File: config.mk
export PLATFORM = sky130hd
export DESIGN_NAME = timer16_waveform_mode_control
export DESIGN_NICKNAME = d
export VERILOG_FILES = /design/src/hdl/timer16_pkg.sv /design/src/hdl/timer16_waveform_mode_control.sv
export SDC_FILE = /design/constraint.sdc
export NUM_CORES = 1
export LEC_CHECK = 0
export BUFFER_PORTS_ARGS = -buffer_cell sky130_fd_sc_hd__buf_2
export CAP_MARGIN = 20
export CORE_UTILIZATION = 65
export DETAILED_ROUTE_END_ITERATION = 6
export PLACE_DENSITY_LB_ADDON = 0.08
export SLEW_MARGIN = 5
export SYNTH_ARGS = -nofsm -noshare
export SYNTH_HDL_FRONTEND = slang
export SYNTH_SLANG_ARGS = --single-unit
File: constraint.sdc
create_clock -name clk_sys -period 8 [get_ports clk_sys]
set_input_delay 0.8 -clock clk_sys [delete_from_list [all_inputs] [get_ports clk_sys]]
set_output_delay 0.8 -clock clk_sys [all_outputs]
set_load 0.01 [all_outputs]
File: src/hdl/timer16_pkg.sv
// Constants and types for the 16-bit timer waveform-mode control block
package timer16_pkg;

   // ------------------------------------------------------------
   // Register map
   // ------------------------------------------------------------
   localparam int ADDR_W = 8;
   localparam int DATA_W = 32;
   localparam logic [7:0] OFS_CTRL_A = 8'h00;
   localparam logic [7:0] OFS_CTRL_B = 8'h04;
   localparam logic [7:0] OFS_CMP_A = 8'h08;
   localparam logic [7:0] OFS_CMP_B = 8'h0c;
   localparam logic [7:0] OFS_CAPTURE = 8'h10;
   localparam logic [7:0] OFS_COUNT = 8'h14;
   localparam logic [7:0] OFS_STATUS = 8'h18;

   // ------------------------------------------------------------
   // Fields and reset values
   // ------------------------------------------------------------
   localparam logic [7:0] CTRL_A_RESET = 8'h00;
   localparam logic [7:0] CTRL_A_WMASK = 8'hf3;
   localparam logic [1:0] MODE_HIGH_RESET = 2'h0;
   localparam logic [15:0] VALUE_RESET = 16'h0000;
   localparam int COM_A_LSB = 6;
   localparam int COM_B_LSB = 4;
   localparam int OVF_BIT = 0;
   localparam int DIR_BIT = 1;

   // ------------------------------------------------------------
   // Counter values
   // ------------------------------------------------------------
   localparam logic [15:0] BOTTOM = 16'h0000;
   localparam logic [15:0] MAX = 16'hffff;
   localparam logic [15:0] TOP_8BIT = 16'h00ff;
   localparam logic [15:0] TOP_9BIT = 16'h01ff;
   localparam logic [15:0] TOP_10BIT = 16'h03ff;
   localparam logic [15:0] STEP = 16'h0001;

   // ------------------------------------------------------------
   // Compare output modes and toggle-capable waveform modes
   // ------------------------------------------------------------
   localparam logic [1:0] COM_OFF = 2'h0;
   localparam logic [1:0] COM_TOGGLE = 2'h1;
   localparam logic [1:0] COM_CLEAR = 2'h2;
   localparam logic [1:0] COM_SET = 2'h3;
   localparam logic [3:0] MODE_PFC_CMPA = 4'h9;
   localparam logic [3:0] MODE_PC_CMPA = 4'hb;
   localparam logic [3:0] MODE_FAST_CAP = 4'he;
   localparam logic [3:0] MODE_FAST_CMPA = 4'hf;

   typedef enum logic [2:0] {SEQ_NORMAL, SEQ_CTC, SEQ_FAST, SEQ_PHASE, SEQ_PFC} seq_e;
   typedef enum logic [1:0] {SRC_FIXED, SRC_CMPA, SRC_CAPTURE} topsrc_e;
   typedef enum logic [1:0] {UPD_NOW, UPD_TOP, UPD_BOTTOM} upd_e;
   typedef enum logic {DIR_UP, DIR_DOWN} dir_e;

   typedef struct packed {
      seq_e seq;
      topsrc_e src;
      logic [15:0] fixedTop;
      upd_e upd;
   } mode_cfg_s;

endpackage

File: src/hdl/timer16_waveform_mode_control.sv
// 16-bit timer waveform-mode control with APB register access
// Summary of operation
// Nonzero unit A output mode routes waveform A onto its pin.
// Nonzero unit B output mode routes waveform B onto its pin.
// Software sets the pin direction to output, else the driver stays off.
// Output mode 00 leaves the unit disconnected in every waveform mode.
// Normal and clear-on-match: 01 toggles, 10 clears, 11 sets on match.
// Fast PWM 01: unit A toggles only in modes 14/15; B disconnected.
// Fast PWM 10: clear on match, set at bottom.
// Fast PWM 11: set on match, clear at bottom.
// Fast PWM: match at compare equal top ignored; bottom action still done.
// Dual slope 01: unit A toggles only in modes 9/11; B disconnected.
// Dual slope 10: clear on up-count match, set on down-count match.
// Dual slope 11: set on up-count match, clear on down-count match.
// Four-bit mode joins two low bits and two upper bits.
// Mode 0 normal; 4 and 12 clear on match; immediate update, flag at max.
// Modes 1-3 phase correct, fixed tops; update at top, flag at bottom.
// Modes 5-7, 14, 15 fast PWM; update at bottom, flag at top.
// Modes 8-11 dual slope; top from capture or compare A; flag at bottom.
// Dual slope counts zero to top and back, holding top one tick.
// Software avoids mode 13 and writes zero to reserved bits.
// Control register resets to zero: normal mode, outputs disconnected.
`timescale 1ns/1ps
module timer16_waveform_mode_control (
   input wire logic clk_sys,
   input wire logic rst_n,
   input wire logic psel,
   input wire logic penable,
   input wire logic pwrite,
   input wire logic [timer16_pkg::ADDR_W-1:0] paddr,
   input wire logic [timer16_pkg::DATA_W-1:0] pwdata,
   output logic [timer16_pkg::DATA_W-1:0] prdata,
   output logic pready,
   output logic pslverr,
   input wire logic tickEn,
   output logic waveOutA,
   output logic waveOutB,
   output logic pinOverrideA,
   output logic pinOverrideB,
   output logic overflowFlag
);

   // ------------------------------------------------------------
   // Mode decode
   // ------------------------------------------------------------
   function automatic timer16_pkg::mode_cfg_s decodeMode(input logic [3:0] m);
      timer16_pkg::mode_cfg_s c;
      c = '{timer16_pkg::SEQ_NORMAL, timer16_pkg::SRC_FIXED, timer16_pkg::MAX,
            timer16_pkg::UPD_NOW};
      unique case (m)
         4'h1: c = '{timer16_pkg::SEQ_PHASE, timer16_pkg::SRC_FIXED,
                     timer16_pkg::TOP_8BIT, timer16_pkg::UPD_TOP};
         4'h2: c = '{timer16_pkg::SEQ_PHASE, timer16_pkg::SRC_FIXED,
                     timer16_pkg::TOP_9BIT, timer16_pkg::UPD_TOP};
         4'h3: c = '{timer16_pkg::SEQ_PHASE, timer16_pkg::SRC_FIXED,
                     timer16_pkg::TOP_10BIT, timer16_pkg::UPD_TOP};
         4'h4: c = '{timer16_pkg::SEQ_CTC, timer16_pkg::SRC_CMPA,
                     timer16_pkg::MAX, timer16_pkg::UPD_NOW};
         4'h5: c = '{timer16_pkg::SEQ_FAST, timer16_pkg::SRC_FIXED,
                     timer16_pkg::TOP_8BIT, timer16_pkg::UPD_BOTTOM};
         4'h6: c = '{timer16_pkg::SEQ_FAST, timer16_pkg::SRC_FIXED,
                     timer16_pkg::TOP_9BIT, timer16_pkg::UPD_BOTTOM};
         4'h7: c = '{timer16_pkg::SEQ_FAST, timer16_pkg::SRC_FIXED,
                     timer16_pkg::TOP_10BIT, timer16_pkg::UPD_BOTTOM};
         4'h8: c = '{timer16_pkg::SEQ_PFC, timer16_pkg::SRC_CAPTURE,
                     timer16_pkg::MAX, timer16_pkg::UPD_BOTTOM};
         4'h9: c = '{timer16_pkg::SEQ_PFC, timer16_pkg::SRC_CMPA,
                     timer16_pkg::MAX, timer16_pkg::UPD_BOTTOM};
         4'ha: c = '{timer16_pkg::SEQ_PHASE, timer16_pkg::SRC_CAPTURE,
                     timer16_pkg::MAX, timer16_pkg::UPD_TOP};
         4'hb: c = '{timer16_pkg::SEQ_PHASE, timer16_pkg::SRC_CMPA,
                     timer16_pkg::MAX, timer16_pkg::UPD_TOP};
         4'hc: c = '{timer16_pkg::SEQ_CTC, timer16_pkg::SRC_CAPTURE,
                     timer16_pkg::MAX, timer16_pkg::UPD_NOW};
         4'he: c = '{timer16_pkg::SEQ_FAST, timer16_pkg::SRC_CAPTURE,
                     timer16_pkg::MAX, timer16_pkg::UPD_BOTTOM};
         4'hf: c = '{timer16_pkg::SEQ_FAST, timer16_pkg::SRC_CMPA,
                     timer16_pkg::MAX, timer16_pkg::UPD_BOTTOM};
         // Reserved mode 13 falls back to plain counting
         default: c.seq = timer16_pkg::SEQ_NORMAL;
      endcase
      return c;
   endfunction

   logic [7:0] ctrlA;
   logic [1:0] modeHigh;
   logic [15:0] bufVal [2];
   logic [15:0] cmpVal [2];
   logic [15:0] capture;
   logic [15:0] count;
   logic [15:0] next_count;
   timer16_pkg::dir_e dir;
   timer16_pkg::dir_e next_dir;
   logic wave [2];
   logic over [2];
   logic match [2];
   logic [1:0] com [2];
   logic [3:0] mode;
   timer16_pkg::mode_cfg_s cfg;
   logic [15:0] top;
   logic atTop;
   logic atBottom;
   logic dual;
   logic bottomTick;
   logic topTick;
   logic ovfEvent;
   logic wrEn;
   logic [31:0] rdData;
   logic addrHit;

   assign mode = {modeHigh, ctrlA[1:0]};
   assign cfg = decodeMode(mode);
   assign com[0] = ctrlA[timer16_pkg::COM_A_LSB +: 2];
   assign com[1] = ctrlA[timer16_pkg::COM_B_LSB +: 2];
   assign dual = cfg.seq inside {timer16_pkg::SEQ_PHASE, timer16_pkg::SEQ_PFC};
   assign atTop = count == top;
   assign atBottom = count == timer16_pkg::BOTTOM;
   // Fast PWM reaches bottom on the wrap from top
   assign bottomTick = tickEn && (cfg.seq == timer16_pkg::SEQ_FAST ? atTop
                       : (atBottom && dir == timer16_pkg::DIR_DOWN));
   assign topTick = tickEn && atTop && dir == timer16_pkg::DIR_UP;

   always_comb begin
      unique case (cfg.src)
         timer16_pkg::SRC_CMPA: top = cmpVal[0];
         timer16_pkg::SRC_CAPTURE: top = capture;
         default: top = cfg.fixedTop;
      endcase
   end

   // ------------------------------------------------------------
   // APB slave
   // ------------------------------------------------------------
   assign wrEn = psel && penable && pready && pwrite;

   always_comb begin
      rdData = '0;
      addrHit = 1'b1;
      case (paddr)
         timer16_pkg::OFS_CTRL_A: rdData[7:0] = ctrlA & timer16_pkg::CTRL_A_WMASK;
         timer16_pkg::OFS_CTRL_B: rdData[1:0] = modeHigh;
         timer16_pkg::OFS_CMP_A: rdData[15:0] = bufVal[0];
         timer16_pkg::OFS_CMP_B: rdData[15:0] = bufVal[1];
         timer16_pkg::OFS_CAPTURE: rdData[15:0] = capture;
         timer16_pkg::OFS_COUNT: rdData[15:0] = count;
         timer16_pkg::OFS_STATUS: begin
            rdData[timer16_pkg::OVF_BIT] = overflowFlag;
            rdData[timer16_pkg::DIR_BIT] = dir == timer16_pkg::DIR_DOWN;
         end
         default: addrHit = 1'b0;
      endcase
   end

   // Zero wait states: answer in the first access cycle
   always_ff @(posedge clk_sys or negedge rst_n) begin
      if (!rst_n) begin
         pready <= 1'b0;
         pslverr <= 1'b0;
         prdata <= '0;
      end else begin
         pready <= psel && !penable;
         pslverr <= psel && !penable && !addrHit;
         if (psel && !penable) begin
            prdata <= rdData;
         end
      end
   end

   always_ff @(posedge clk_sys or negedge rst_n) begin
      if (!rst_n) begin
         ctrlA <= timer16_pkg::CTRL_A_RESET;
         modeHigh <= timer16_pkg::MODE_HIGH_RESET;
         capture <= timer16_pkg::VALUE_RESET;
      end else if (wrEn) begin
         if (paddr == timer16_pkg::OFS_CTRL_A) begin
            ctrlA <= pwdata[7:0] & timer16_pkg::CTRL_A_WMASK;
         end
         if (paddr == timer16_pkg::OFS_CTRL_B) begin
            modeHigh <= pwdata[1:0];
         end
         if (paddr == timer16_pkg::OFS_CAPTURE) begin
            capture <= pwdata[15:0];
         end
      end
   end

   // ------------------------------------------------------------
   // Counter sequence
   // ------------------------------------------------------------
   always_comb begin
      next_count = count;
      next_dir = dir;
      if (tickEn) begin
         unique case (cfg.seq)
            timer16_pkg::SEQ_NORMAL: next_count = count + timer16_pkg::STEP;
            timer16_pkg::SEQ_CTC, timer16_pkg::SEQ_FAST: begin
               next_count = atTop ? timer16_pkg::BOTTOM : count + timer16_pkg::STEP;
            end
            timer16_pkg::SEQ_PHASE, timer16_pkg::SEQ_PFC: begin
               // Top and bottom each last exactly one tick
               if (dir == timer16_pkg::DIR_UP) begin
                  next_dir = atTop ? timer16_pkg::DIR_DOWN : timer16_pkg::DIR_UP;
                  next_count = atTop ? count - timer16_pkg::STEP : count + timer16_pkg::STEP;
               end else begin
                  next_dir = atBottom ? timer16_pkg::DIR_UP : timer16_pkg::DIR_DOWN;
                  next_count = atBottom ? count + timer16_pkg::STEP : count - timer16_pkg::STEP;
               end
            end
         endcase
      end
   end

   always_ff @(posedge clk_sys or negedge rst_n) begin
      if (!rst_n) begin
         count <= timer16_pkg::VALUE_RESET;
         dir <= timer16_pkg::DIR_UP;
      end else begin
         count <= next_count;
         // Leaving a dual-slope mode must not strand a down count
         dir <= dual ? next_dir : timer16_pkg::DIR_UP;
      end
   end

   // ------------------------------------------------------------
   // Overflow flag, set wins over write-one-to-clear
   // ------------------------------------------------------------
   always_comb begin
      unique case (cfg.seq)
         timer16_pkg::SEQ_FAST: ovfEvent = tickEn && atTop;
         timer16_pkg::SEQ_PHASE, timer16_pkg::SEQ_PFC: ovfEvent = bottomTick;
         default: ovfEvent = tickEn && count == timer16_pkg::MAX;
      endcase
   end

   always_ff @(posedge clk_sys or negedge rst_n) begin
      if (!rst_n) begin
         overflowFlag <= 1'b0;
      end else if (ovfEvent) begin
         overflowFlag <= 1'b1;
      end else if (wrEn && paddr == timer16_pkg::OFS_STATUS && pwdata[timer16_pkg::OVF_BIT]) begin
         overflowFlag <= 1'b0;
      end
   end

   // ------------------------------------------------------------
   // Compare units
   // ------------------------------------------------------------
   for (genvar ch = 0; ch < 2; ch++) begin : g_unit
      localparam logic [7:0] OFS = ch == 0 ? timer16_pkg::OFS_CMP_A : timer16_pkg::OFS_CMP_B;
      logic toggleFast;
      logic toggleDual;
      logic next_wave;
      logic next_over;
      logic load;

      assign match[ch] = tickEn && count == cmpVal[ch];
      assign toggleFast = ch == 0 && mode inside {timer16_pkg::MODE_FAST_CAP,
                          timer16_pkg::MODE_FAST_CMPA};
      assign toggleDual = ch == 0 && mode inside {timer16_pkg::MODE_PFC_CMPA,
                          timer16_pkg::MODE_PC_CMPA};

      always_comb begin
         unique case (cfg.upd)
            timer16_pkg::UPD_TOP: load = topTick;
            timer16_pkg::UPD_BOTTOM: load = bottomTick;
            default: load = 1'b1;
         endcase
      end

      always_ff @(posedge clk_sys or negedge rst_n) begin
         if (!rst_n) begin
            bufVal[ch] <= timer16_pkg::VALUE_RESET;
            cmpVal[ch] <= timer16_pkg::VALUE_RESET;
         end else begin
            if (wrEn && paddr == OFS) begin
               bufVal[ch] <= pwdata[15:0];
            end
            if (load) begin
               cmpVal[ch] <= bufVal[ch];
            end
         end
      end

      always_comb begin
         next_wave = wave[ch];
         next_over = com[ch] != timer16_pkg::COM_OFF;
         unique case (cfg.seq)
            timer16_pkg::SEQ_FAST: begin
               if (com[ch] == timer16_pkg::COM_TOGGLE) begin
                  next_over = toggleFast;
                  if (match[ch] && toggleFast) begin
                     next_wave = !wave[ch];
                  end
               end else if (com[ch][1]) begin
                  if (match[ch] && cmpVal[ch] != top) begin
                     next_wave = com[ch] == timer16_pkg::COM_SET;
                  end else if (bottomTick) begin
                     next_wave = com[ch] == timer16_pkg::COM_CLEAR;
                  end
               end
            end
            timer16_pkg::SEQ_PHASE, timer16_pkg::SEQ_PFC: begin
               if (com[ch] == timer16_pkg::COM_TOGGLE) begin
                  next_over = toggleDual;
                  if (match[ch] && toggleDual) begin
                     next_wave = !wave[ch];
                  end
               end else if (com[ch][1] && match[ch]) begin
                  // Up-count match follows the mode, down-count the opposite
                  next_wave = (dir == timer16_pkg::DIR_UP) ==
                              (com[ch] == timer16_pkg::COM_SET);
               end
            end
            default: begin
               if (match[ch]) begin
                  unique case (com[ch])
                     timer16_pkg::COM_TOGGLE: next_wave = !wave[ch];
                     timer16_pkg::COM_CLEAR: next_wave = 1'b0;
                     timer16_pkg::COM_SET: next_wave = 1'b1;
                     default: next_wave = wave[ch];
                  endcase
               end
            end
         endcase
      end

      always_ff @(posedge clk_sys or negedge rst_n) begin
         if (!rst_n) begin
            wave[ch] <= 1'b0;
            over[ch] <= 1'b0;
         end else begin
            wave[ch] <= next_wave;
            over[ch] <= next_over;
         end
      end
   end

   // Pin direction stays with the port logic outside
   assign waveOutA = wave[0];
   assign waveOutB = wave[1];
   assign pinOverrideA = over[0];
   assign pinOverrideB = over[1];

   localparam logic [15:0] STEP_V = timer16_pkg::STEP;
endmodule

==> summary.md <==
| Metric | Value |
|---|---|
| Sequential share of power | 0.417 |
| CTS tree | done |
| Nets@finish | around 920 |
| Number of synthesized register bits | 128 |
| Fmax | 199 MHz |
| Worst Path Class, Setup | flip-flop to flip-flop |
| Post-CTS Setup Bufs | 0 |
| Startpoint types | flip-flop |
| Setup WS post-layout | 2.98 ns |
| DRT iter0 DRCs | 859 |
| Vias in the first global route | 6784 |
| Violated checks | design-rule violations |
| Leading area contributor after synthesis | dfrtp_1 |
| Core Rows | 40 |
| DRC Markers | 1 |
| Data required time of the critical path | 8.34 ns |
| Initial antenna violation count | 0 |
| RSZ-0062 raised after global routing | no |
| Comb pwr share | 0.142 |
| Vias per cell | 6.78 |
| Syn Std Cell Area | 0.00817 mm2 |
| CP arrival | 5.35 ns |
| Final Power | 1.88 mW |
| Crit path largest cell delay | 0.82 ns |
| Final HPWL DP | 16.6 mm |
| Async S/R FF share, synth | 1.00 |
| Resized cells post-CTS | 0 |
| # IOs | 85 |
| DP Worst Slack | just over 3 ns |
| Final hold violation count | 0 |
| Switching Share | 0.292 |
| Clock slew at reported path FFs | about 0.060 ns |
| Post-route clock period utilization | 0.627 |
| Worst-path cell chain | or2_2 -> o21ai_0 -> inv_1 -> ha_1 -> buf_4 -> a221oi_2 -> o221ai_1 -> a21o_1 -> a2111oi_4 -> a31oi_2 -> nor3_1 -> a221oi_1 -> a21oi_1 |
| Die Y | 114 um |
| Die X | around 110 um |
| Crit path time final | 5.02 ns |
| CTS Hold Bufs | 0 |
| Slew Viols, Final | 0 |
| Core Footprint | about 0.012 mm2 |
| Lkg Pwr | 4.06 nW |
| Skew-Pair Late Insertion Delay | 0.42 ns |
| Gr usage total | 0.376 |
| Met1 Use GR | 0.493 |
| Setup-failing EPs final | 0 |
| Mapped Cells | roughly 840 |
| Hold Path Class | input port to asynchronous set/reset pin |
| Sequential share of the synthesized area | 0.392 |
| Yosys warns | 0 |
| Worst-Margin Slew | about 0.93 ns |
| M2 GR Usage | 0.608 |
| Max-cap violation count | 0 |
| Worst path bufs/invs | 2 |
| Netlist cell types | 77 |
| CTS max path bufs | 2 |
| Post-synth EDFFs | 0 |
| Most frequent cells in the layout | dfrtp_1, nand2_1, mux2_2, buf_2, o21ai_0 |
| Overflow after GRT | 0 |
| Crit path max-delay family | compound AO/OA/AOI/OAI gates |
| First-pass GRT wire length | 36.9 mm |
| Worst Clk Skew | 0.00960 ns |
| Power Internal | about 1.3 mW |
| P per Cell Area | 207 mW/mm2 |
| GRT Max-Usage Layer | met2 |
| Area Growth Syn to Fin | 11.1% |
| # diodes | 0 |
| Die ar. | roughly 0.013 mm2 |
| Initial core utilization | 0.675 |
| DR pass1 iterations | 7 |
| Maximum VDD drop | 0.000237 V |
| Max-slew headroom | 0.374 |
| Top post-synthesis cells by area | dfrtp_1, mux2_2, xnor2_1, mux2_1, nand2_1 |
| Num CTS Buffers | 17 |
| Sw Pwr | 0.548 mW |
| Clock Sinks | 128 |
| IO Port Bufs | 52 |
| Worst-path fanout max | 26 |
| Hold Slack | 0.428 ns |
| Via Count | roughly 7000 |
| Commonest non-fill, non-tap cell in the layout | dfrtp_1 |
| Clock share of power | 0.441 |
| Setup TNS | 0 ns |
| Critical path's slowest cell | nor3_1 |
| Clk Tree Root Cell | clkbuf_16 |
| Status | finished, violations left |
| Post-Route WL | about 24 mm |
| Top cell type's share of synthesized area | 0.392 |
| Drt wl/cell | 22.6 um |
| CP Capture Type | flip-flop |
| Layout cells sized above 1 | 0.205 |
| Syn_area_per_cell | 9.75 um2 |
| DRT antenna net count | 0 |
| Synth Flop Type | dfrtp_1 |
| Filler cells | slightly below 900 |
| M3 GR Usage | 0.0836 |
| Largest net degree at the start of global routing | 75 |
| CTS H-tree lvls | 4 |
| Routability Congestion | 0.988 |
-- metrics by stage --
stage | util | cell area, um2 | instances
6_report | 0.749 | 9080 | 1045
5_1_grt | 0.749 | 9080 | 1045
4_1_cts | 0.747 | 9050 | 1042
3_5_place_dp | 0.695 | 8410 | 1010
3_3_place_gp | 0.695 | 8410 | 1010
2_1_floorplan | - | 8230 | 853
-- layer usage --
metal  up-vias  share of wire  routed length, um
met5         -              0                  0
met4         0          0.033                780
met3        80          0.085               2010
met2       413           0.48              11200
met1      3456           0.41               9580
li1       3139              -                  -
-- kinds of logic (layout without fill, tap and decap cells) --
kind of cell               Yosys count  after routing  share of synthesized area
and+or+nand+nor                    243            243                      0.152
AOI/OAI and AO/OA                  206            206                      0.186
DFF                                128            128                      0.392
muxes                               99             99                      0.138
buffers and inverters               93            117                     0.0551
xor gates and xnor gates            62             62                     0.0665
adders and majority gates            6              6                    0.00919
other                                1             16                   0.000459
-- Yosys cell counts, drive strengths merged, types with 6 or more instances --
library cell / n
nor2b: 13
nand3: 20
and3: 12
nor4: 11
clkbuf: 43
a22oi: 17
or2: 6
nor3: 21
inv: 18
o21ai: 49
xor2: 22
nand2: 71
nor2: 39
ha: 6
mux2: 92
xnor2: 40
a31oi: 13
buf: 31
a21oi: 26
dfrtp: 128
and2: 7
a22o: 16
a221oi: 22
nand4: 16
-- power by group through the flow --
| stage | logic, mW | clock network (mW) | registers (mW) |
|---|---|---|---|
| floorplan | 0.251 | 0 | 0.704 |
| detailed placement | 0.255 | 0 | 0.790 |
| global route | 0.289 | 0.860 | 0.785 |
| global placement | 0.247 | 0 | 0.787 |
| finish | 0.266 | 0.828 | 0.783 |
| CTS | 0.259 | 0.834 | 0.777 |
-- cell type report --
type                            instances  area (um2)  area share
Inverter                               19        71.3     0.00786
Timing Repair Buffer                   66         373      0.0411
Sequential cell                       128        3200       0.353
Tap cell                              168         210      0.0232
Clock inverter                         12         179      0.0197
Multi-Input combinational cell        632        4580       0.505
Clock buffer                           20         457      0.0503
-- path summary, 6_finish.rpt --
path	depth (start not counted)	to	from	slack, ns
min in group clk_sys	1	prdata[3]	prdata[3]	0.47
max in group asynchronous	2	capture[2]	rst_n	6.18
hold reg to reg	1	prdata[3]	prdata[3]	0.47
hold / removal	1	count[7]	rst_n	0.43
setup reg to reg	13	count[9]	modeHigh[1]	2.98
setup / recovery	13	count[9]	modeHigh[1]	2.98
-- registers in the layout, summed over array words and instances, names as in the netlist, 2 cells and up --
| register | count |
|---|---|
| prdata | 16 |
| capture | 16 |
| cmpVal | 32 |
| bufVal | 32 |
| modeHigh | 2 |
| count | 16 |
| ctrlA | 6 |
No activity file was read; power rests on OpenSTA's default activity.
